### src/core/lamc_pkg.sv
// Constants and types for the auto-mode link control block
package lamc_pkg;

    // ------------------------------------------------------------------
    // Register map
    // ------------------------------------------------------------------
    localparam logic [7:0] REG_MODE = 8'h00;
    localparam logic [7:0] REG_TIMER = 8'h04;
    localparam logic [7:0] REG_CMD = 8'h08;
    localparam logic [7:0] REG_MAIN_STATUS = 8'h0C;
    localparam logic [7:0] REG_AUTO_STATUS = 8'h10;

    // Mode register fields
    localparam int MODE_AUTO_BIT = 0;
    localparam int MODE_TMD_BIT = 1;
    // Command register fields
    localparam int CMD_NUMBERED_BIT = 0;
    localparam int CMD_TRANSPARENT_BIT = 1;
    localparam int CMD_START_TIMER_BIT = 2;
    localparam int CMD_RX_RESET_BIT = 3;
    localparam int CMD_TX_RESET_BIT = 4;
    // Timer register fields
    localparam int TIMER_T200_LSB = 0;
    localparam int TIMER_N2_LSB = 8;
    // Main status fields
    localparam int MAIN_PEER_BUSY_BIT = 0;
    localparam int MAIN_POOL_FREE_BIT = 1;
    // Auto status fields
    localparam int AUTO_RECOVERY_BIT = 0;
    localparam int AUTO_WFA_BIT = 1;
    localparam int AUTO_SUPERVISORY_SEEN_FLAG_BIT = 2;

    // ------------------------------------------------------------------
    // Reset values, timing and receive screening limits
    // ------------------------------------------------------------------
    localparam logic [7:0] T200_RESET = 8'h0A;
    localparam logic [3:0] N2_RESET = 4'h3;
    localparam int CLK_PERIOD_NS = 50;
    localparam int TICK_TIME_NS = 1000000;
    localparam int TICK_CYCLES = TICK_TIME_NS / CLK_PERIOD_NS;
    localparam logic [9:0] MIN_OCTETS = 10'h006;
    localparam logic [2:0] ABORT_ONES = 3'h7;

    // Received frame kinds and supervisory types
    localparam logic [1:0] KIND_I = 2'h0;
    localparam logic [1:0] KIND_S = 2'h1;
    localparam logic [1:0] S_RR = 2'h0;
    localparam logic [1:0] S_RNR = 2'h1;
    localparam logic [1:0] S_REJ = 2'h2;

    typedef enum logic [1:0] {
        ST_NON_AUTO,
        ST_ESTABLISHED,
        ST_RECOVERY
    } lamc_state_e;

endpackage : lamc_pkg

### src/core/lamc_link_ctrl.sv
// Auto-mode LAPD link control: timer, retries, acknowledgement and frame screening
`timescale 1ns/1ps
`default_nettype none
module lamc_link_ctrl
    import lamc_pkg::*;
#(
    parameter int unsigned TICK_CYC = TICK_CYCLES
)
(
    input wire logic ref_clk,
    input wire logic arst_n,
    input wire logic [7:0] addr,
    input wire logic [15:0] wdata,
    input wire logic wr,
    input wire logic rd,
    output logic [15:0] rdata,
    input wire logic rx_frame_start,
    input wire logic rx_bit_valid,
    input wire logic rx_bit,
    input wire logic rx_frame_end,
    input wire logic [9:0] rx_octets,
    input wire logic rx_flag_bounded,
    input wire logic rx_octet_aligned,
    input wire logic rx_crc_ok,
    input wire logic rx_addr_two,
    input wire logic rx_sapi_ok,
    input wire logic [1:0] rx_kind,
    input wire logic [1:0] rx_s_type,
    input wire logic rx_nr_ack,
    input wire logic rx_nr_bad,
    input wire logic rx_final,
    input wire logic tx_done,
    input wire logic tx_collision,
    input wire logic tx_s_sent,
    output logic tx_send_numbered,
    output logic tx_send_transparent,
    output logic tx_send_poll,
    output logic rx_seq_clear,
    output logic tx_seq_clear,
    output logic rx_frame_accept,
    output logic rx_frame_discard,
    output logic transmit_pool_ready_irq,
    output logic transmit_repeat_irq,
    output logic timer_expiry_irq,
    output logic remote_status_change_irq,
    output logic protocol_error_irq
);

    // ------------------------------------------------------------------
    // State
    // ------------------------------------------------------------------
    lamc_state_e st, next_st;
    logic mode_auto, next_mode_auto;
    logic timer_mode_select, next_timer_mode_select;
    logic [7:0] t200, next_t200;
    logic [3:0] n2, next_n2;
    logic [3:0] retry_counter, next_retry_counter;
    logic [7:0] tmr_cnt, next_tmr_cnt;
    logic tmr_run, next_tmr_run;
    logic [14:0] presc, next_presc;
    logic wait_for_ack_flag, next_wait_for_ack_flag;
    logic peer_receiver_busy_flag, next_peer_receiver_busy_flag;
    logic supervisory_seen_flag, next_supervisory_seen_flag;
    logic last_transparent, next_last_transparent;
    logic tx_busy, next_tx_busy;
    logic [2:0] ones_cnt, next_ones_cnt;
    logic aborted, next_aborted;
    logic [15:0] next_rdata;
    logic next_send_numbered, next_send_transparent, next_send_poll;
    logic next_rx_seq_clear, next_tx_seq_clear, next_accept, next_discard;
    logic next_xpr, next_xmr, next_tin, next_rsc, next_pce;

    logic tick, expire, frame_ok, rx_ok, cmd_wr, tmr_wr, internal;
    logic [15:0] cmd;

    always_comb
    begin
        tick = (presc == 15'(TICK_CYC - 1));
        expire = tmr_run && tick && (tmr_cnt <= 8'h01);
        cmd_wr = wr && (addr == REG_CMD);
        tmr_wr = wr && (addr == REG_TIMER);
        cmd = cmd_wr ? wdata : 16'h0000;
        internal = mode_auto && timer_mode_select;
        frame_ok = rx_flag_bounded && (rx_octets >= MIN_OCTETS) && rx_octet_aligned
            && rx_crc_ok && rx_addr_two && rx_sapi_ok && !aborted;
        rx_ok = rx_frame_end && frame_ok;
    end

    // ------------------------------------------------------------------
    // Next-state logic
    // ------------------------------------------------------------------
    always_comb
    begin
        next_st = st;
        next_mode_auto = mode_auto;
        next_timer_mode_select = timer_mode_select;
        next_t200 = t200;
        next_n2 = n2;
        next_retry_counter = retry_counter;
        next_tmr_cnt = tmr_cnt;
        next_tmr_run = tmr_run;
        next_presc = tick ? 15'h0000 : presc + 15'h0001;
        next_wait_for_ack_flag = wait_for_ack_flag;
        next_peer_receiver_busy_flag = peer_receiver_busy_flag;
        next_supervisory_seen_flag = supervisory_seen_flag;
        next_last_transparent = last_transparent;
        next_tx_busy = tx_busy;
        next_ones_cnt = ones_cnt;
        next_aborted = aborted;
        next_rdata = 16'h0000;
        next_send_numbered = 1'b0;
        next_send_transparent = 1'b0;
        next_send_poll = 1'b0;
        next_rx_seq_clear = cmd[CMD_RX_RESET_BIT];
        next_tx_seq_clear = cmd[CMD_TX_RESET_BIT];
        next_accept = rx_ok;
        next_discard = rx_frame_end && !frame_ok;
        next_xpr = 1'b0;
        next_xmr = 1'b0;
        next_tin = 1'b0;
        next_rsc = 1'b0;
        next_pce = 1'b0;

        // Register reads, data one cycle later
        if (rd && addr == REG_MODE)
        begin
            next_rdata[MODE_AUTO_BIT] = mode_auto;
            next_rdata[MODE_TMD_BIT] = timer_mode_select;
        end
        else if (rd && addr == REG_TIMER)
        begin
            next_rdata[TIMER_T200_LSB +: 8] = t200;
            next_rdata[TIMER_N2_LSB +: 4] = n2;
        end
        else if (rd && addr == REG_MAIN_STATUS)
        begin
            next_rdata[MAIN_PEER_BUSY_BIT] = peer_receiver_busy_flag;
            next_rdata[MAIN_POOL_FREE_BIT] = !tx_busy;
        end
        else if (rd && addr == REG_AUTO_STATUS)
        begin
            next_rdata[AUTO_RECOVERY_BIT] = (st == ST_RECOVERY);
            next_rdata[AUTO_WFA_BIT] = wait_for_ack_flag;
            next_rdata[AUTO_SUPERVISORY_SEEN_FLAG_BIT] = supervisory_seen_flag;
            next_supervisory_seen_flag = 1'b0;
        end

        if (wr && addr == REG_MODE)
        begin
            next_mode_auto = wdata[MODE_AUTO_BIT];
            next_timer_mode_select = wdata[MODE_TMD_BIT];
        end
        // A write to the timer register stops the timer unless an internal-timer expiry in auto mode restarts it in the same cycle
        if (tmr_wr)
        begin
            next_t200 = wdata[TIMER_T200_LSB +: 8];
            next_n2 = wdata[TIMER_N2_LSB +: 4];
            next_tmr_run = 1'b0;
        end
        else if (tmr_run && tick)
        begin
            next_tmr_cnt = tmr_cnt - 8'h01;
            if (expire)
                next_tmr_run = 1'b0;
        end

        // Abort detection on the receive bit stream
        if (rx_frame_start)
        begin
            next_ones_cnt = 3'h0;
            next_aborted = 1'b0;
        end
        else if (rx_bit_valid)
        begin
            next_ones_cnt = !rx_bit ? 3'h0 : (ones_cnt == ABORT_ONES) ? ones_cnt : ones_cnt + 3'h1;
            if (rx_bit && ones_cnt == ABORT_ONES - 3'h1)
                next_aborted = 1'b1;
        end

        if (tx_s_sent)
            next_supervisory_seen_flag = 1'b1;

        // Transparent send works in every mode
        if (cmd[CMD_TRANSPARENT_BIT] && !tx_busy)
        begin
            next_send_transparent = 1'b1;
            next_last_transparent = 1'b1;
            next_tx_busy = 1'b1;
        end

        if (!mode_auto)
        begin
            next_st = ST_NON_AUTO;
            next_retry_counter = 4'h0;
            next_wait_for_ack_flag = 1'b0;
            // External mode: software starts the timer, expiry is only reported
            if (cmd[CMD_START_TIMER_BIT] && !timer_mode_select)
            begin
                next_tmr_run = 1'b1;
                next_tmr_cnt = t200;
            end
            if (expire)
                next_tin = 1'b1;
            if (tx_done)
            begin
                next_xpr = 1'b1;
                next_tx_busy = 1'b0;
            end
            if (tx_collision)
            begin
                next_xmr = 1'b1;
                next_tx_busy = 1'b0;
            end
        end
        else
        begin
            if (st == ST_NON_AUTO)
                next_st = ST_ESTABLISHED;
            // Numbered send needs the internal timer and a free window
            if (cmd[CMD_NUMBERED_BIT] && internal && !tx_busy && !wait_for_ack_flag
                && st == ST_ESTABLISHED && !peer_receiver_busy_flag)
            begin
                next_send_numbered = 1'b1;
                next_last_transparent = 1'b0;
                next_tx_busy = 1'b1;
                next_wait_for_ack_flag = 1'b1;
                next_tmr_run = 1'b1;
                next_tmr_cnt = t200;
            end
            if (tx_done && (last_transparent || !wait_for_ack_flag))
            begin
                next_xpr = 1'b1;
                next_tx_busy = 1'b0;
            end
            if (tx_collision)
            begin
                next_xmr = 1'b1;
                next_tx_busy = 1'b0;
                if (!last_transparent)
                begin
                    next_wait_for_ack_flag = 1'b0;
                    next_tmr_run = 1'b0;
                    next_st = ST_ESTABLISHED;
                    next_retry_counter = 4'h0;
                end
            end
            if (rx_ok && rx_nr_bad)
                next_pce = 1'b1;
            else if (rx_ok && (rx_kind == KIND_I || rx_kind == KIND_S))
            begin
                if (rx_kind == KIND_S)
                begin
                    next_peer_receiver_busy_flag = (rx_s_type == S_RNR);
                    if ((rx_s_type == S_RNR) != peer_receiver_busy_flag)
                        next_rsc = 1'b1;
                end
                if (rx_kind == KIND_S && rx_s_type == S_REJ && wait_for_ack_flag)
                begin
                    next_xmr = 1'b1;
                    next_tx_busy = 1'b0;
                    next_wait_for_ack_flag = 1'b0;
                    next_tmr_run = 1'b0;
                    next_st = ST_ESTABLISHED;
                    next_retry_counter = 4'h0;
                end
                else
                begin
                    if (rx_nr_ack && wait_for_ack_flag)
                    begin
                        next_xpr = 1'b1;
                        next_tx_busy = 1'b0;
                        next_wait_for_ack_flag = 1'b0;
                        next_tmr_run = 1'b0;
                    end
                    if (st == ST_RECOVERY && rx_final && rx_kind == KIND_S)
                    begin
                        next_st = ST_ESTABLISHED;
                        next_retry_counter = 4'h0;
                        next_tmr_run = 1'b0;
                    end
                end
            end
            // Acknowledgement timer and polling in recovery
            if (expire && internal)
            begin
                if (st == ST_RECOVERY && retry_counter >= n2)
                begin
                    next_tin = 1'b1;
                    next_xpr = wait_for_ack_flag;
                    next_tx_busy = 1'b0;
                end
                else
                begin
                    next_st = ST_RECOVERY;
                    next_send_poll = 1'b1;
                    next_retry_counter = retry_counter + 4'h1;
                    next_tmr_run = 1'b1;
                    next_tmr_cnt = t200;
                end
            end
            if (cmd[CMD_START_TIMER_BIT] && internal)
            begin
                next_st = ST_RECOVERY;
                next_retry_counter = 4'h0;
                next_tmr_run = 1'b1;
                next_tmr_cnt = t200;
            end
        end

        if (cmd[CMD_TX_RESET_BIT])
        begin
            next_tx_busy = 1'b0;
            next_wait_for_ack_flag = 1'b0;
            next_xpr = 1'b1;
        end
    end

    // ------------------------------------------------------------------
    // Registers
    // ------------------------------------------------------------------
    always_ff @(posedge ref_clk or negedge arst_n)
    begin
        if (!arst_n)
        begin
            st <= ST_NON_AUTO;
            mode_auto <= 1'b0;
            timer_mode_select <= 1'b0;
            t200 <= T200_RESET;
            n2 <= N2_RESET;
            retry_counter <= 4'h0;
            tmr_cnt <= 8'h00;
            tmr_run <= 1'b0;
            presc <= 15'h0000;
            wait_for_ack_flag <= 1'b0;
            peer_receiver_busy_flag <= 1'b0;
            supervisory_seen_flag <= 1'b0;
            last_transparent <= 1'b0;
            tx_busy <= 1'b0;
            ones_cnt <= 3'h0;
            aborted <= 1'b0;
            rdata <= 16'h0000;
            tx_send_numbered <= 1'b0;
            tx_send_transparent <= 1'b0;
            tx_send_poll <= 1'b0;
            rx_seq_clear <= 1'b0;
            tx_seq_clear <= 1'b0;
            rx_frame_accept <= 1'b0;
            rx_frame_discard <= 1'b0;
            transmit_pool_ready_irq <= 1'b0;
            transmit_repeat_irq <= 1'b0;
            timer_expiry_irq <= 1'b0;
            remote_status_change_irq <= 1'b0;
            protocol_error_irq <= 1'b0;
        end
        else
        begin
            st <= next_st;
            mode_auto <= next_mode_auto;
            timer_mode_select <= next_timer_mode_select;
            t200 <= next_t200;
            n2 <= next_n2;
            retry_counter <= next_retry_counter;
            tmr_cnt <= next_tmr_cnt;
            tmr_run <= next_tmr_run;
            presc <= next_presc;
            wait_for_ack_flag <= next_wait_for_ack_flag;
            peer_receiver_busy_flag <= next_peer_receiver_busy_flag;
            supervisory_seen_flag <= next_supervisory_seen_flag;
            last_transparent <= next_last_transparent;
            tx_busy <= next_tx_busy;
            ones_cnt <= next_ones_cnt;
            aborted <= next_aborted;
            rdata <= next_rdata;
            tx_send_numbered <= next_send_numbered;
            tx_send_transparent <= next_send_transparent;
            tx_send_poll <= next_send_poll;
            rx_seq_clear <= next_rx_seq_clear;
            tx_seq_clear <= next_tx_seq_clear;
            rx_frame_accept <= next_accept;
            rx_frame_discard <= next_discard;
            transmit_pool_ready_irq <= next_xpr;
            transmit_repeat_irq <= next_xmr;
            timer_expiry_irq <= next_tin;
            remote_status_change_irq <= next_rsc;
            protocol_error_irq <= next_pce;
        end
    end
endmodule : lamc_link_ctrl
`default_nettype wire

### config.mk
export PLATFORM = sky130hd
export DESIGN_NAME = lamc_link_ctrl
export DESIGN_NICKNAME = d
export VERILOG_FILES = /design/src/core/lamc_pkg.sv /design/src/core/lamc_link_ctrl.sv
export SDC_FILE = /design/constraint.sdc
export NUM_CORES = 1
export LEC_CHECK = 0
export BUFFER_PORTS_ARGS = -buffer_cell sky130_fd_sc_hd__buf_2
export CAP_MARGIN = 20
export CORE_MARGIN = 2
export CORE_UTILIZATION = 49
export DETAILED_ROUTE_END_ITERATION = 16
export MAX_ROUTING_LAYER = met4
export PLACE_DENSITY_LB_ADDON = 0.15
export SLEW_MARGIN = 40
export SYNTH_ARGS = -nofsm -noshare
export SYNTH_HDL_FRONTEND = slang
export SYNTH_SLANG_ARGS = --single-unit
export TNS_END_PERCENT = 5
### constraint.sdc
create_clock -name ref_clk -period 2.2 [get_ports ref_clk]
set_clock_uncertainty 0.05 [all_clocks]
set_input_delay 0.11 -clock ref_clk [delete_from_list [all_inputs] [get_ports ref_clk]]
set_output_delay 0.11 -clock ref_clk [all_outputs]
set_load 0.02 [all_outputs]
==> Yosys cells after proc, flatten, opt, wreduce, memory -nomap -nowiden <==
Index checks and enable logic that the tools add are counted.
{ "word_totals": {"ff_bits": 77, "input_bits": 57, "out_inout_bits": 28} }
{ "classes": {"n_addsub": 4, "n_lt_le_gt_ge": 3, "n_eq_ne": 17, "mux": 124, "bitwise": 1, "n_reduce_logical": 55} }
{ "op_table": {"columns": ["cell", "count"], "rows": [
  ["$mux W1", 83],
  ["$mux W8", 8],
  ["$mux W4", 10],
  ["$logic_and A1 B1 Y1", 37],
  ["$mux W2", 13],
  ["$mux W3", 6],
  ["$eq A8 B4 Y1 const B", 2],
  ["$add A15 B1 Y15 const B", 1],
  ["$eq A15 B15 Y1 const B", 1],
  ["$mux W15", 1],
  ["$ge A10 B3 Y1 const B", 1],
  ["$mux W10", 1],
  ["$mux W9", 1],
  ["$eq A8 B3 Y1 const B", 1],
  ["$eq A8 B5 Y1 const B", 1],
  ["$le A8 B1 Y1 const B", 1],
  ["$logic_not A8 Y1", 1],
  ["$reduce_and A4 Y1", 2],
  ["$sub A8 B1 Y8 const B", 1],
  ["$eq A2 B1 Y1 const B", 3],
  ["$eq A3 B3 Y1 const B", 2],
  ["$logic_not A1 Y1", 6],
  ["$ne A2 B2 Y1 const B", 3],
  ["$reduce_bool A2 Y1", 3],
  ["other kinds (11)", 15]
]} }

==> Depth between registers and ports, before layout <==
{ "depth": {"ltp_word": 20, "ltp_mapped": 8, "depth_no_buf": 8} }

==> Worst setup path after synthesis <==
OpenSTA, ideal clock, no wires.
{ "synth_timing": {"path_type": "flip-flop to flip-flop", "startpoint": "register presc[0]", "endpoint": "register tmr_cnt[0]", "arrival_ps": 2067, "required_ps": 2025, "path_slack_ps": -42, "path_stages_with_launch": 8, "n_path_buf": 0, "period_less_slack_ps": 2242, "cell_sequence": "dfrtp_1 ha_1 and4_2 nand2_1 nor4b_4 a31oi_4 a21oi_4 mux2_2"} }
{ "synth_between": {"elab_chain_len": 9, "word_cells_on_any_way": 12} }
{ "synth_rtl": {"columns": ["element", "line", "text"], "rows": [
  ["from (decl)", "lamc_link_ctrl.sv:60", "logic [14:0] presc, next_presc;"],
  ["from (signal assigned)", "lamc_link_ctrl.sv:365", "presc <= next_presc;"],
  ["$eq A15 B15 Y1 *", "lamc_link_ctrl.sv:78", "tick = (presc == 15'(TICK_CYC - 1));"],
  ["$logic_and A1 B1 Y1 *", "lamc_link_ctrl.sv:79, lamc_link_ctrl.sv:160", null],
  ["$mux W8", "lamc_link_ctrl.sv:160", "else if (tmr_run && tick)"],
  ["$mux W8", "lamc_link_ctrl.sv:154", "if (tmr_wr)"],
  ["$mux W8", "lamc_link_ctrl.sv:220", "if (cmd[CMD_NUMBERED_BIT] && internal && !tx_busy && !wait_for_ack_flag"],
  ["$mux W8", "lamc_link_ctrl.sv:286", "if (st == ST_RECOVERY && retry_counter >= n2)"],
  ["$mux W8", "lamc_link_ctrl.sv:284", "if (expire && internal)"],
  ["$mux W8", "lamc_link_ctrl.sv:301", "if (cmd[CMD_START_TIMER_BIT] && internal)"],
  ["$mux W8 *", "lamc_link_ctrl.sv:191", "if (!mode_auto)"],
  ["named net next_tmr_cnt[0]", "lamc_link_ctrl.sv:58", "logic [7:0] tmr_cnt, next_tmr_cnt;"],
  ["to (signal assigned)", "lamc_link_ctrl.sv:363", "tmr_cnt <= next_tmr_cnt;"],
  ["to (decl)", "lamc_link_ctrl.sv:58", null]
]} }
Mark *: on every way through the listed nets, which the timed path passes. The rest lies on a longest branch.
A chain may end at the register's enable or synchronous reset.

==> Worst setup path after layout <==
{ "layout_timing": {"startpoint": "register tmr_cnt[4]", "endpoint": "register tmr_cnt[3]"} }
{ "layout_between": {"elab_chain_len": 6} }
{ "layout_rtl": {"columns": ["element", "line", "text"], "rows": [
  ["$le A8 B1 Y1", "lamc_link_ctrl.sv:79", "expire = tmr_run && tick && (tmr_cnt <= 8'h01);"],
  ["$logic_and A1 B1 Y1", "lamc_link_ctrl.sv:79", null],
  ["$logic_and A1 B1 Y1", "lamc_link_ctrl.sv:284", null],
  ["$mux W8", "lamc_link_ctrl.sv:284", null],
  ["$mux W8", "lamc_link_ctrl.sv:301", null],
  ["$mux W8", "lamc_link_ctrl.sv:191", null],
  ["named net next_tmr_cnt[3]", "lamc_link_ctrl.sv:58", null]
]} }
The timed path passes the listed nets, and every way through them passes these cells.

==> flow_results.org <==
** Placement
- The congestion estimate from routability-driven global placement came to 0.8924.
- During placement, the flow inserted port buffers numbering 75.
- Once detailed placement completed, the half-perimeter wirelength came to 6218 microns.

** Setup path
- CP endpoint kind :: flop
- Data arrival time of the critical path :: 2.41 ns
- In this run the critical register-to-register path is launched from tmr_cnt[4].
- The worst register-to-register path ends at tmr_cnt[3].
- Crit path kind :: flop to flop
- For this design, the slowest cell found on the critical path is dfrtp_1.
- In this run the worst setup path begins at tmr_cnt[4].
- STA puts the critical path data required time at 2.38 ns.
- Along the worst path, the maximum fanout reaches 8.
- Series of cell instances along the critical path :: nor4_4 > o2111a_1 > nor4b_4 > a31oi_4 > a21oi_4 > buf_12 > mux2_4
- Biggest cell delay along the critical path :: 0.41 ns
- Worst-case register-to-register setup slack :: -0.03 ns
- Measured in cells, the most critical reg-to-reg path has a length of 7.
- The worst setup path is launched from a flop.
- Following the worst setup path forward leads to its endpoint at tmr_cnt[3].

** STA
- After routing, the total negative slack on setup checks comes to -0.1637 ns.
- Slew margin rel. :: 56.67%
- The worst path uses 101.3% of the clock period.
- Worst setup slack after layout :: -0.02859 ns
- The final hold violation count was 0.
- Setup repair after global routing missed its margin :: true
- Endpoints failing setup :: 8
- Measured slew at the worst slew-check pin :: 0.6500 ns
- Pins over their slew limit :: 0
- Minimum clock period :: 2.229 ns
- Timing would allow up to 448.7 MHz.

** Synthesis
- Of the synthesized area, sequential elements account for 51.23%.
- Synthesis handed over a netlist of 352 instances.
- Yosys mapped a number of flops with a built-in enable equal to 0.
- The most used flip-flop cell after synthesis is dfrtp_1.
- Yosys printed 0 warnings.
- Summed over all instances, the cell type with the most area after synthesis is dfrtp_1.
- For this run, asynchronously set or reset flops after synthesis account for 100.0%.
- The mapped netlist covers 3771 sq um.
- By area the synthesized netlist is led by dfrtp_1 48%, mux2_2 6.6%, xnor2_1 3.7%.
- Counting distinct cell types in the post-synthesis netlist gives 57.
- Each instance of the synthesized netlist takes up on average 10.71 sq um.
- Fraction of post-synthesis cell area in the top cell type by area :: 48.44%
- Flops & latches, synth :: 77

** Detailed routing
- In the final routed layout, each cell accounts on average for 14.40 microns.
- The first routing iteration left 155 violations.
- Dividing the detail-routed via count by the number of cells gives 5.280.
- Number of iterations in the first detailed-routing pass :: 5
- For this block, the routed nets add up to 8584 microns of wire.
- Routed vias :: 3,147
- In the routed design, unresolved DRC markers number 0.
- In this run the remaining antenna-violating nets after routing total 0.

** Clock network
- Clock tree synthesis found a total of 77 sinks.
- Buffers from clock root to sink, at most :: 2
- After clock tree synthesis, the clock-pin slew on the worst setup and hold paths is 0.08 ns.
- The cell sitting at the root of the clock tree is a clkbuf_8.
- TritonCTS built the clock tree.
- Number of H-tree levels :: 3
- Clock Latency Late Sink :: 0.35 ns
- Counting the buffers created by CTS gives 9.

** Power and ir drop
- Cell-internal power :: 2.199 mW
- The design draws 2.932 mW.
- PD cells :: 583.8 nW/um^2
- In this run the static leakage power is 2.414 nW.
- Sequential share of power :: 50.7%
- The worst-case IR drop observed on VDD is 0.4743 mV.
- For this design the total switching power over the nets is 0.7328 mW.
- Part of the total power dissipated in the clock network :: 36.7%
- Of the total power, combinational logic draws 12.6%.
- Net switching is 24.99% of the power.

** Finish
- In the final layout, the share of cells above drive strength 1 is 35.01%.
- In the layout the commonest cells are 74 x buf_2, 73 x dfrtp_1, 43 x buf_4.
- Compared with the post-synthesis result, the final layout area differs by 33.18%.
- The library cell used most frequently in the layout, excluding fill and tap cells, is buf_2.
- At the end of the flow, the number of nets in the layout was 560.
- Antenna diodes :: 0

** Outcome
- Failing checks :: setup timing
- Status :: finished, violations left

** GRT
- The number of antenna violations at the first check in global routing came to 0.
- Overall fraction of global-route tracks in use :: 22.37%
- Summed over all layers, the global routing overflow is 0.
- First-pass GRT wire length :: 14,550 microns
- Via count of the first global-routing pass :: 3,128
- Maximum number of pins on one net before global-route repair :: 50

** Run
- Number of maximum-capacitance violations :: 0

** Min path
- Min-delay worst type :: input pin to flop

** Floorplan
- Die width :: 91.73 microns
- The die covers 8413 sq um.
- Initial core utilization :: 51.17%
- Number of I/O pins :: 85
- Core outline area :: 7370 sq um
- In this run the vertical extent of the chip is 91.73 microns.
- Row generation in the floorplan step produced 31 rows.
[cells in the mapped netlist, types with 2 or more instances]
| cell | number |
|---|---|
| nand2b_1 | 4 |
| nand3_1 | 18 |
| dfrtp_1 | 73 |
| and3_1 | 4 |
| o21a_1 | 3 |
| nor2_1 | 21 |
| nor2b_1 | 8 |
| o31a_1 | 2 |
| nand2_1 | 30 |
| xor2_1 | 4 |
| a21boi_0 | 3 |
| dfstp_2 | 4 |
| mux2i_1 | 2 |
| o22ai_1 | 2 |
| buf_4 | 4 |
| o21ai_0 | 14 |
| buf_2 | 2 |
| inv_1 | 19 |
| nand4_1 | 9 |
| and4_2 | 2 |
| o41ai_1 | 2 |
| nor4b_1 | 2 |
| nor3b_1 | 2 |
| and2_1 | 9 |
| a21oi_1 | 7 |
| a211o_1 | 3 |
| or3_1 | 2 |
| ha_1 | 11 |
| nor3_1 | 12 |
| nor4_1 | 6 |
| mux2_2 | 22 |
| a31oi_1 | 3 |
| clkbuf_1 | 4 |
| xnor2_1 | 16 |
[layout make-up]
cell class | count | area, sq um
Fill cell | 610 | 2347
Clock buffer | 11 | 141.4
Multi-Input combinational cell | 248 | 1780
Tap cell | 99 | 123.9
Timing Repair Buffer | 137 | 913.4
Inverter | 19 | 71.32
Sequential cell | 77 | 1932
Clock inverter | 5 | 60.06
[metal layers]
metal / routed length, microns / global-route usage, % / up-vias
li1: - / - / 1520
met3: 396 / 2.876 / 10
met1: 4105 / 30.30 / 1529
met5: 0 / - / -
met2: 3993 / 34.74 / 88
met4: 89 / 8.582 / 0
[sequential cells by signal (all words and copies together), names as in the netlist, 2 cells and up]
signal	count
n2	4
ones_cnt	3
presc	15
rdata	12
retry_counter	4
st	2
t200	8
tmr_cnt	8
[metrics by stage]
stage | utilization, % | cell area [sq um] | hold slack [ns] | std cells | setup WS [ns]
final | 68.15 | 5022 | 0.007454 | 596 | -0.02859
after detailed placement | 62.12 | 4578 | 0.1219 | 560 | -0.09357
after floorplan | - | 3796 | -0.2356 | 355 | 0.0004949
after CTS | 67.93 | 5006 | 0.00009326 | 595 | -0.03794
after global placement | 62.12 | 4578 | 0.1186 | 560 | -0.06030
after global routing | 68.15 | 5022 | 0.01626 | 596 | -0.1082
[critical path, delay by kind of cell, from the launching register on]
kind	cells	cell delay, ns
buf+inv	1	0.15
flops	1	0.41
mux	1	0.30
simple gates	2	0.65
compound gates	3	0.54
[cell families after synthesis]
group	Yosys count	synth area share [%]
simple gates	137	19.68
flops	77	51.23
compound gates	52	10.12
buf+inv	30	3.484
mux	24	7.100
xor+xnor	20	4.645
fa+ha+maj	11	3.650
other cells	1	0.09944
[power by group through the flow]
stage	registers (mW)	logic [mW]	clock network (mW)
2_1_floorplan	1.51	0.169	0
3_3_place_gp	1.51	0.325	0
3_5_place_dp	1.51	0.330	0
4_1_cts	1.49	0.368	1.10
5_1_grt	1.49	0.406	1.17
6_report	1.49	0.369	1.08
[worst min-delay path by stage]
stage | start | cells past startpoint | endpoint | slack [ns]
final | rx_bit | 3 | ones_cnt[2] | 0.007
after global routing | wdata[1] | 3 | timer_mode_select | 0.02
after floorplan | arst_n | 0 | aborted | -0.24
after global placement | arst_n | 1 | aborted | 0.12
after detailed placement | arst_n | 1 | aborted | 0.12
after CTS | wdata[1] | 3 | timer_mode_select | 0.00009
[timing repair]
| item | CTS | global route |
|---|---|---|
| gates resized for setup | 10 | 4 |
| hold buffers | 18 | 0 |
| setup buffers | 1 | 1 |
| endpoints found under the hold margin | 68 | 0 |
| setup endpoints to repair | 9 | 15 |
| pin swaps | 4 | 2 |
(Power assumes the default switching activity.)
